===== src/hdl/duregs_map.svh =====
// Register offsets, field positions and reset values of the serial channel register bank
`ifndef DUREGS_MAP_SVH
`define DUREGS_MAP_SVH
`define DUREGS_ADDR_DATA     3'h0
`define DUREGS_ADDR_MASK     3'h1
`define DUREGS_ADDR_SRC      3'h2
`define DUREGS_ADDR_LCTL     3'h3
`define DUREGS_ADDR_MCTL     3'h4
`define DUREGS_ADDR_LSTAT    3'h5
`define DUREGS_ADDR_MSTAT    3'h6
`define DUREGS_ADDR_SCRATCH  3'h7
`define DUREGS_LCTL_ENH_KEY  8'hBF
`define DUREGS_LCTL_DIV_BIT  7
`define DUREGS_ENH_MODE_BIT  4
`define DUREGS_FRAC_4X_BIT   5
`define DUREGS_FRAC_8X_BIT   4
`define DUREGS_MASK_STD      8'h0F
`define DUREGS_FRAC_STD      8'h0F
`define DUREGS_FRAC_ENH      8'h3F
`define DUREGS_FIFO_CTL_STD  8'hCF
`define DUREGS_MDM_CTL_STD   8'h1F
`define DUREGS_SRC_NONE      6'h01
`define DUREGS_SRC_LINE      6'h06
`define DUREGS_SRC_RXDATA    6'h04
`define DUREGS_SRC_TXEMPTY   6'h02
`define DUREGS_SRC_MODEM     6'h00
`define DUREGS_RST_BYTE      8'h00
`define DUREGS_RST_LCTL      8'h00
`define DUREGS_RST_XCHAR     8'h00
`endif


===== src/hdl/duregs_pkg.sv =====
// Types shared by the serial channel register bank
package duregs_pkg;
	typedef logic [7:0] duregs_byte_t;
	typedef logic [2:0] duregs_addr_t;
endpackage


===== src/hdl/duregs_bank.sv =====
// Host register bank of one serial channel: decode, storage, interrupt masking
`timescale 1ns/100ps
`include "duregs_map.svh"
// What this block does
// RULE_01 - The interrupt mask enables each of the four sources before they reach the interrupt output.
// RULE_02 - The interrupt source register reports which enabled source is pending.
// RULE_03 - Enhanced bits of mask, source, FIFO control, modem control and fraction need enhanced bit 4.
// RULE_04 - The receive holding register is read only and a write there never alters received data.
// RULE_05 - With divisor latch clear, a write at address 0 queues a transmit character while a read there returns received data.
// RULE_06 - The fraction register needs divisor latch set, line control not 0xBF and enhanced bit 4.
// RULE_07 - Reading the line status register clears a pending line status interrupt.
// RULE_08 - Reading the modem status register clears a pending modem status interrupt.
// RULE_09 - With line control at 0xBF, addresses 2 and 4 to 7 reach the enhanced and flow characters.
module duregs_bank (
	input  wire logic                  core_clk,
	input  wire logic                  sys_rst,
	input  wire duregs_pkg::duregs_addr_t host_addr,
	input  wire duregs_pkg::duregs_byte_t host_wdata,
	input  wire logic                  host_wr,
	input  wire logic                  host_rd,
	output duregs_pkg::duregs_byte_t   host_rdata,
	input  wire duregs_pkg::duregs_byte_t rx_holding_reg,
	output logic                       rx_pop,
	output duregs_pkg::duregs_byte_t   tx_holding_reg,
	output logic                       tx_push,
	input  wire logic                  rx_data_ready,
	input  wire logic                  tx_empty,
	input  wire logic                  line_error_event,
	input  wire logic                  modem_change_event,
	input  wire duregs_pkg::duregs_byte_t line_status_reg,
	input  wire duregs_pkg::duregs_byte_t modem_line_status_reg,
	input  wire logic                  fifo_enabled,
	output logic                       irq,
	output duregs_pkg::duregs_byte_t   line_control_reg,
	output duregs_pkg::duregs_byte_t   modem_control_reg,
	output duregs_pkg::duregs_byte_t   fifo_control_reg,
	output logic                       fifo_control_wr,
	output logic [15:0]                divisor,
	output logic [3:0]                 divisor_fraction,
	output logic                       sample_4x,
	output logic                       sample_8x,
	output duregs_pkg::duregs_byte_t   enhanced_function_reg,
	output duregs_pkg::duregs_byte_t   flow_on_char_one,
	output duregs_pkg::duregs_byte_t   flow_on_char_two,
	output duregs_pkg::duregs_byte_t   flow_off_char_one,
	output duregs_pkg::duregs_byte_t   flow_off_char_two
);
	import duregs_pkg::*;

	// Arbitrary identity values, not tied to any part
	localparam duregs_byte_t REVISION_CODE = 8'h01;
	localparam duregs_byte_t PART_IDENTITY = 8'h5A;

	duregs_byte_t lctl_r, lctl_nxt, mask_r, mask_nxt, mctl_r, mctl_nxt;
	duregs_byte_t fctl_r, fctl_nxt, dlo_r, dlo_nxt, dhi_r, dhi_nxt;
	duregs_byte_t frac_r, frac_nxt, enh_r, enh_nxt, scr_r, scr_nxt;
	duregs_byte_t fon1_r, fon1_nxt, fon2_r, fon2_nxt;
	duregs_byte_t foff1_r, foff1_nxt, foff2_r, foff2_nxt;
	duregs_byte_t rdata_r, rdata_nxt, txd_r, txd_nxt;
	logic         line_pend_r, line_pend_nxt, modem_pend_r, modem_pend_nxt;
	logic         enh_key, div_sel, enh_on, frac_sel;
	duregs_byte_t mask_eff, src_val;

	// Mask of writable bits, narrowed while enhanced mode is off
	function automatic duregs_byte_t gated(input duregs_byte_t v, input duregs_byte_t keep,
		input logic en);
		gated = en ? v : (v & keep);
	endfunction

	always_comb begin
		enh_key  = (lctl_r == `DUREGS_LCTL_ENH_KEY);
		div_sel  = lctl_r[`DUREGS_LCTL_DIV_BIT] && !enh_key;
		enh_on   = enh_r[`DUREGS_ENH_MODE_BIT];
		frac_sel = div_sel && enh_on; // RULE_06
		mask_eff = gated(mask_r, `DUREGS_MASK_STD, enh_on); // RULE_03
	end

	// Priority: line status, receive data, transmit empty, modem status
	always_comb begin
		src_val = {fifo_enabled, fifo_enabled, `DUREGS_SRC_NONE}; // RULE_02
		if (mask_eff[2] && line_pend_r)
			src_val[5:0] = `DUREGS_SRC_LINE;
		else if (mask_eff[0] && rx_data_ready)
			src_val[5:0] = `DUREGS_SRC_RXDATA;
		else if (mask_eff[1] && tx_empty)
			src_val[5:0] = `DUREGS_SRC_TXEMPTY;
		else if (mask_eff[3] && modem_pend_r)
			src_val[5:0] = `DUREGS_SRC_MODEM;
	end

	always_comb begin
		irq = (mask_eff[0] && rx_data_ready) || (mask_eff[1] && tx_empty) ||
			(mask_eff[2] && line_pend_r) || (mask_eff[3] && modem_pend_r); // RULE_01
	end

	always_comb begin
		lctl_nxt = lctl_r; mask_nxt = mask_r; mctl_nxt = mctl_r; fctl_nxt = fctl_r;
		dlo_nxt = dlo_r; dhi_nxt = dhi_r; frac_nxt = frac_r; enh_nxt = enh_r;
		scr_nxt = scr_r; fon1_nxt = fon1_r; fon2_nxt = fon2_r;
		foff1_nxt = foff1_r; foff2_nxt = foff2_r; txd_nxt = txd_r;
		rdata_nxt = rdata_r;
		tx_push = 1'b0;
		rx_pop = 1'b0;
		fifo_control_wr = 1'b0;
		// Set wins over a clearing read in the same cycle
		line_pend_nxt = line_error_event ||
			(line_pend_r && !(host_rd && host_addr == `DUREGS_ADDR_LSTAT && !enh_key)); // RULE_07
		modem_pend_nxt = modem_change_event ||
			(modem_pend_r && !(host_rd && host_addr == `DUREGS_ADDR_MSTAT && !enh_key)); // RULE_08
		if (host_wr) begin
			unique case (host_addr)
				`DUREGS_ADDR_DATA: begin
					if (div_sel)
						dlo_nxt = host_wdata;
					else if (!lctl_r[`DUREGS_LCTL_DIV_BIT]) begin
						txd_nxt = host_wdata; // RULE_04 RULE_05
						tx_push = 1'b1;
					end
				end
				`DUREGS_ADDR_MASK: begin
					if (div_sel)
						dhi_nxt = host_wdata;
					else if (!lctl_r[`DUREGS_LCTL_DIV_BIT])
						mask_nxt = gated(host_wdata, `DUREGS_MASK_STD, enh_on); // RULE_03
				end
				`DUREGS_ADDR_SRC: begin
					if (enh_key)
						enh_nxt = host_wdata; // RULE_09
					else if (frac_sel)
						frac_nxt = host_wdata & `DUREGS_FRAC_ENH; // RULE_06
					else if (!div_sel) begin
						fctl_nxt = gated(host_wdata, `DUREGS_FIFO_CTL_STD, enh_on); // RULE_03
						fifo_control_wr = 1'b1;
					end
				end
				`DUREGS_ADDR_LCTL: lctl_nxt = host_wdata;
				`DUREGS_ADDR_MCTL: begin
					if (enh_key)
						fon1_nxt = host_wdata; // RULE_09
					else
						mctl_nxt = gated(host_wdata, `DUREGS_MDM_CTL_STD, enh_on); // RULE_03
				end
				`DUREGS_ADDR_LSTAT: if (enh_key) fon2_nxt = host_wdata;
				`DUREGS_ADDR_MSTAT: if (enh_key) foff1_nxt = host_wdata;
				`DUREGS_ADDR_SCRATCH: begin
					if (enh_key)
						foff2_nxt = host_wdata;
					else
						scr_nxt = host_wdata;
				end
			endcase
		end
		if (host_rd) begin
			unique case (host_addr)
				`DUREGS_ADDR_DATA: begin
					if (enh_key || div_sel)
						rdata_nxt = (dlo_r == `DUREGS_RST_BYTE && dhi_r == `DUREGS_RST_BYTE) ?
							REVISION_CODE : dlo_r;
					else begin
						rdata_nxt = rx_holding_reg; // RULE_05
						rx_pop = 1'b1;
					end
				end
				`DUREGS_ADDR_MASK: begin
					if (enh_key || div_sel)
						rdata_nxt = (dlo_r == `DUREGS_RST_BYTE && dhi_r == `DUREGS_RST_BYTE) ?
							PART_IDENTITY : dhi_r;
					else
						rdata_nxt = mask_eff;
				end
				`DUREGS_ADDR_SRC: begin
					if (enh_key)
						rdata_nxt = enh_r;
					else if (frac_sel)
						rdata_nxt = frac_r;
					else
						rdata_nxt = enh_on ? src_val : (src_val & 8'hCF); // RULE_02 RULE_03
				end
				`DUREGS_ADDR_LCTL:    rdata_nxt = lctl_r;
				`DUREGS_ADDR_MCTL:    rdata_nxt = enh_key ? fon1_r :
					gated(mctl_r, `DUREGS_MDM_CTL_STD, enh_on);
				`DUREGS_ADDR_LSTAT:   rdata_nxt = enh_key ? fon2_r : line_status_reg;
				`DUREGS_ADDR_MSTAT:   rdata_nxt = enh_key ? foff1_r : modem_line_status_reg;
				`DUREGS_ADDR_SCRATCH: rdata_nxt = enh_key ? foff2_r : scr_r;
			endcase
		end
	end

	always_ff @(posedge core_clk) begin
		if (sys_rst) begin
			lctl_r <= `DUREGS_RST_LCTL;  mask_r <= `DUREGS_RST_BYTE;
			mctl_r <= `DUREGS_RST_BYTE;  fctl_r <= `DUREGS_RST_BYTE;
			dlo_r <= `DUREGS_RST_BYTE;   dhi_r <= `DUREGS_RST_BYTE;
			frac_r <= `DUREGS_RST_BYTE;  enh_r <= `DUREGS_RST_BYTE;
			scr_r <= `DUREGS_RST_BYTE;   txd_r <= `DUREGS_RST_BYTE;
			fon1_r <= `DUREGS_RST_XCHAR; fon2_r <= `DUREGS_RST_XCHAR;
			foff1_r <= `DUREGS_RST_XCHAR; foff2_r <= `DUREGS_RST_XCHAR;
			rdata_r <= `DUREGS_RST_BYTE;
			line_pend_r <= 1'b0;
			modem_pend_r <= 1'b0;
		end else begin
			lctl_r <= lctl_nxt;   mask_r <= mask_nxt;
			mctl_r <= mctl_nxt;   fctl_r <= fctl_nxt;
			dlo_r <= dlo_nxt;     dhi_r <= dhi_nxt;
			frac_r <= frac_nxt;   enh_r <= enh_nxt;
			scr_r <= scr_nxt;     txd_r <= txd_nxt;
			fon1_r <= fon1_nxt;   fon2_r <= fon2_nxt;
			foff1_r <= foff1_nxt; foff2_r <= foff2_nxt;
			rdata_r <= rdata_nxt;
			line_pend_r <= line_pend_nxt;
			modem_pend_r <= modem_pend_nxt;
		end
	end

	// Enhanced fields are withheld from the datapath while bit 4 is low
	always_comb begin
		host_rdata            = rdata_r;
		tx_holding_reg        = txd_r;
		line_control_reg      = lctl_r;
		modem_control_reg     = gated(mctl_r, `DUREGS_MDM_CTL_STD, enh_on); // RULE_03
		fifo_control_reg      = gated(fctl_r, `DUREGS_FIFO_CTL_STD, enh_on);
		divisor               = {dhi_r, dlo_r};
		divisor_fraction      = enh_on ? frac_r[3:0] : 4'h0;
		sample_4x             = enh_on && frac_r[`DUREGS_FRAC_4X_BIT]; // RULE_06
		sample_8x             = enh_on && frac_r[`DUREGS_FRAC_8X_BIT];
		enhanced_function_reg = enh_r;
		flow_on_char_one      = fon1_r;
		flow_on_char_two      = fon2_r;
		flow_off_char_one     = foff1_r;
		flow_off_char_two     = foff2_r;
	end
endmodule // duregs_bank


===== config.mk =====
export PLATFORM = sky130hd
export DESIGN_NAME = duregs_bank
export DESIGN_NICKNAME = d
export VERILOG_FILES = /design/src/hdl/duregs_pkg.sv /design/src/hdl/duregs_bank.sv
export VERILOG_INCLUDE_DIRS = /design/src /design/src/hdl
export SDC_FILE = /design/constraint.sdc
export NUM_CORES = 1
export LEC_CHECK = 0
export BUFFER_PORTS_ARGS = -buffer_cell sky130_fd_sc_hd__buf_2
export CAP_MARGIN = 20
export CORE_AREA = 2 2 106 108
export DETAILED_ROUTE_END_ITERATION = 10
export DIE_AREA = 0 0 108 110
export PLACE_DENSITY = 0.8
export RECOVER_POWER = 50
export SYNTH_ARGS = -nofsm -noshare
export SYNTH_HDL_FRONTEND = slang
export SYNTH_SLANG_ARGS = --single-unit

===== constraint.sdc =====
create_clock -name core_clk -period 5.35 [get_ports core_clk]
set_clock_uncertainty 0.1 [all_clocks]
set_input_delay 1.07 -clock core_clk [delete_from_list [all_inputs] [get_ports core_clk]]
set_output_delay 1.07 -clock core_clk [all_outputs]
set_load 0.03 [all_outputs]

==> out/summary.txt <==
Outcome = complete, no violations
Final setup margin = 1.12 ns
Hold Crit Class = register to register
Leakage power = 2.96 nW
Relative slew slack = 0.348
Max_cap viols = 0
CP Class = input pin to output pin
Clock power frac = 0.527
Storage cell area = 2400 um2
WP buf/inv = 3
Placed cell areas = 6300 um2
Top FF cell, synth = dfxtp_1
CP top delay family = buffers and inverters
Placeable Area = 10700 um2
Drt pass-1 iters = 5
Cell Rows = 38
RSZ-0062 raised after global routing = no
Count of pins over their slew limit = 0
Vias = 5532
Pwr dens = 331 nW/um2
CP Capture Type = output pin
Post-cts sizing count = 0
CTS buffer count = 17
Fmax = 0.236 GHz
I/O pin total = 150
CTS tree = built
Post-route ant nets = 0
Hpwl dp = 13.2 mm
CP peak stage delay = 0.58 ns
Clock period minus worst slack = 4.23 ns
Synth cell types = 53
Hold path start = fctl_r[5]$_SDFFE_PP0P_
Max Buffers Root-to-Sink = 2
# placed instances = 889
# fillers = 958
Max VDD drop = 0.000196 V
Sequential power share = 0.406
Die Y = 110 um
WP data arrival = 3.06 ns
Initial DRC Count = 648
Via/cell ratio = 6.01
Initial core utilization = 0.527
Fin. Hold Viols = 0
DR WL/cell = 20.6 um
Pre-CTS setup slack = 1.56 ns
CTS root buf = clkbuf_8
CP Depth = 5
#FFs+latches synth = 120
Finished Layout Cells = 921
Cell Int Power = 1.71 mW
Worst Hold Endpoint = fctl_r[5]$_SDFFE_PP0P_
GP Congestion = 0.968
Tot GR Track Use = 0.321
Critical path, cell by cell = clkbuf_1 -> nor3b_2 -> nand2_1 -> clkinv_1 -> buf_2
Setup TNS = 0 ns
Clock Latency Late Sink = 0.53 ns
Period utilization = 0.790
Ys async rst share = 0
Hold Crit Depth = 2
Worst slew pin tran = 0.977 ns
Combinational group share of total power = 0.067
Post-CTS setup buffers = 0
Reg-to-reg slack, setup = 2.18 ns
Initial antenna violation count = 0
Post-synthesis sequential area ratio = 0.426
Design area = 6810 um2
WP data required = 4.18 ns
FF-to-FF Start = line_control_reg[7]$_SDFFE_PP0P_
Synthesis-to-finish area growth = 20.8%
Leading cell type in the layout, fill and taps excluded = dfxtp_1
Syn_area_per_cell = 8.63 um2
Share of cells above drive strength 1 = 0.145
Congestion Overflow GR = 0
DRC = 0
Area of the multi-input gates = 2940 um2
Clock Pin Slew Worst Setup and Hold Paths = 0.06 ns
Vias in the first global route = 5193
EDFF count, synth = 0
Yosys warnings = 0
CTS Sinks = 120
Setup crit start kind = input pin
Post-Synthesis Cells = 653
Worst-path fanout max = 17
NetSw = 0.548 mW
H-tree depth = 4
Largest net degree at the start of global routing = 66
Syn Std Cell Area = 5640 um2
Die area = 11900 um2
Ant diodes = 0
First-pass GRT wire length = 28.7 mm
Fin Hold WS = 0.357 ns
Synth Net Count = 697
Worst Reg-to-Reg Cells = 5
Final WL = 19.0 mm
Sw Share = 0.243
CP max-delay cell = nor3b_2
R2R Path End = host_rdata[7]$_SDFFE_PP0P_
Setup violations, final = 0
Most frequent cells in the layout = dfxtp_1, nor2_1, mux2i_1
Die width = 108 um
Port Buffers = 149
Fin nets = 812
Post-CTS Hold Buffers = 0
[cell usage after synthesis, drive strengths merged (3+ instances only)]
master | instances | share of area
nand3 | 20 | 0.018
mux2i | 93 | 0.17
clkbuf | 31 | 0.021
nand4 | 6 | 0.0067
inv | 4 | 0.0027
buf | 24 | 0.028
nor2 | 100 | 0.068
dfxtp | 120 | 0.43
a311oi | 3 | 0.0047
or2 | 3 | 0.0033
and3 | 5 | 0.0055
o21ai | 11 | 0.0098
mux2 | 7 | 0.014
a221o | 3 | 0.0053
o22ai | 8 | 0.0089
or4 | 4 | 0.0053
o41a | 4 | 0.0080
o211ai | 3 | 0.0040
nand2 | 89 | 0.061
a22oi | 7 | 0.0093
nor3 | 4 | 0.0036
a21oi | 49 | 0.043
o221ai | 5 | 0.0078
and2 | 13 | 0.014
a31oi | 5 | 0.0055
[kinds of logic after synthesis]
logic type	synth area share
simple gates	0.203
flops	0.426
compound gates	0.131
mux	0.187
buf+inv	0.0522
[power by group through the flow]
| stage | combinational, mW | sequential, mW | clock, mW |
|---|---|---|---|
| after floorplan | 0.0828 | 0.945 | 0 |
| after global placement | 0.148 | 0.934 | 0 |
| after detailed placement | 0.150 | 0.934 | 0 |
| after CTS | 0.151 | 0.915 | 1.19 |
| after global routing | 0.160 | 0.916 | 1.23 |
| final | 0.151 | 0.916 | 1.19 |
[metal layers]
metal  track usage  routed length (um)  vias up
met5             0                   0        -
met4         0.138                 558        0
met3        0.0729                1800       55
met2         0.517                8890      335
met1         0.415                7730     2607
li1              -                   -     2535
[through the flow]
stage,power [mW],util
2_1_floorplan,1.03,-
3_3_place_gp,1.08,0.589
3_5_place_dp,1.08,0.589
4_1_cts,2.26,0.647
5_1_grt,2.31,0.636
6_report,2.25,0.636
[worst register-to-register path, delay by kind of cell (launching register included)]
family	cells	cell delay [ns]
DFF	1	0.77
muxes	1	0.58
AOI/OAI and AO/OA	1	0.41
and+or+nand+nor	3	1.19
[final cells by class]
class,count,area share
Sequential cell,120,0.353
Multi-Input combinational cell,472,0.432
Clock buffer,17,0.0608
Clock inverter,15,0.0296
Tap cell,140,0.0257
Inverter,6,0.00331
Timing Repair Buffer,151,0.0957
[how the worst max path moves through the flow]
stage | startpoint | end | slack (ns)
finish | host_addr[1] | fifo_control_wr | 1.12
global route | host_addr[1] | fifo_control_wr | 1.00
CTS | host_addr[1] | fifo_control_wr | 1.55
detailed placement | host_addr[1] | fifo_control_wr | 1.56
global placement | host_addr[1] | fifo_control_wr | 1.62
floorplan | host_addr[0] | rx_pop | 1.90
No activity file was read; power rests on OpenSTA's default activity.
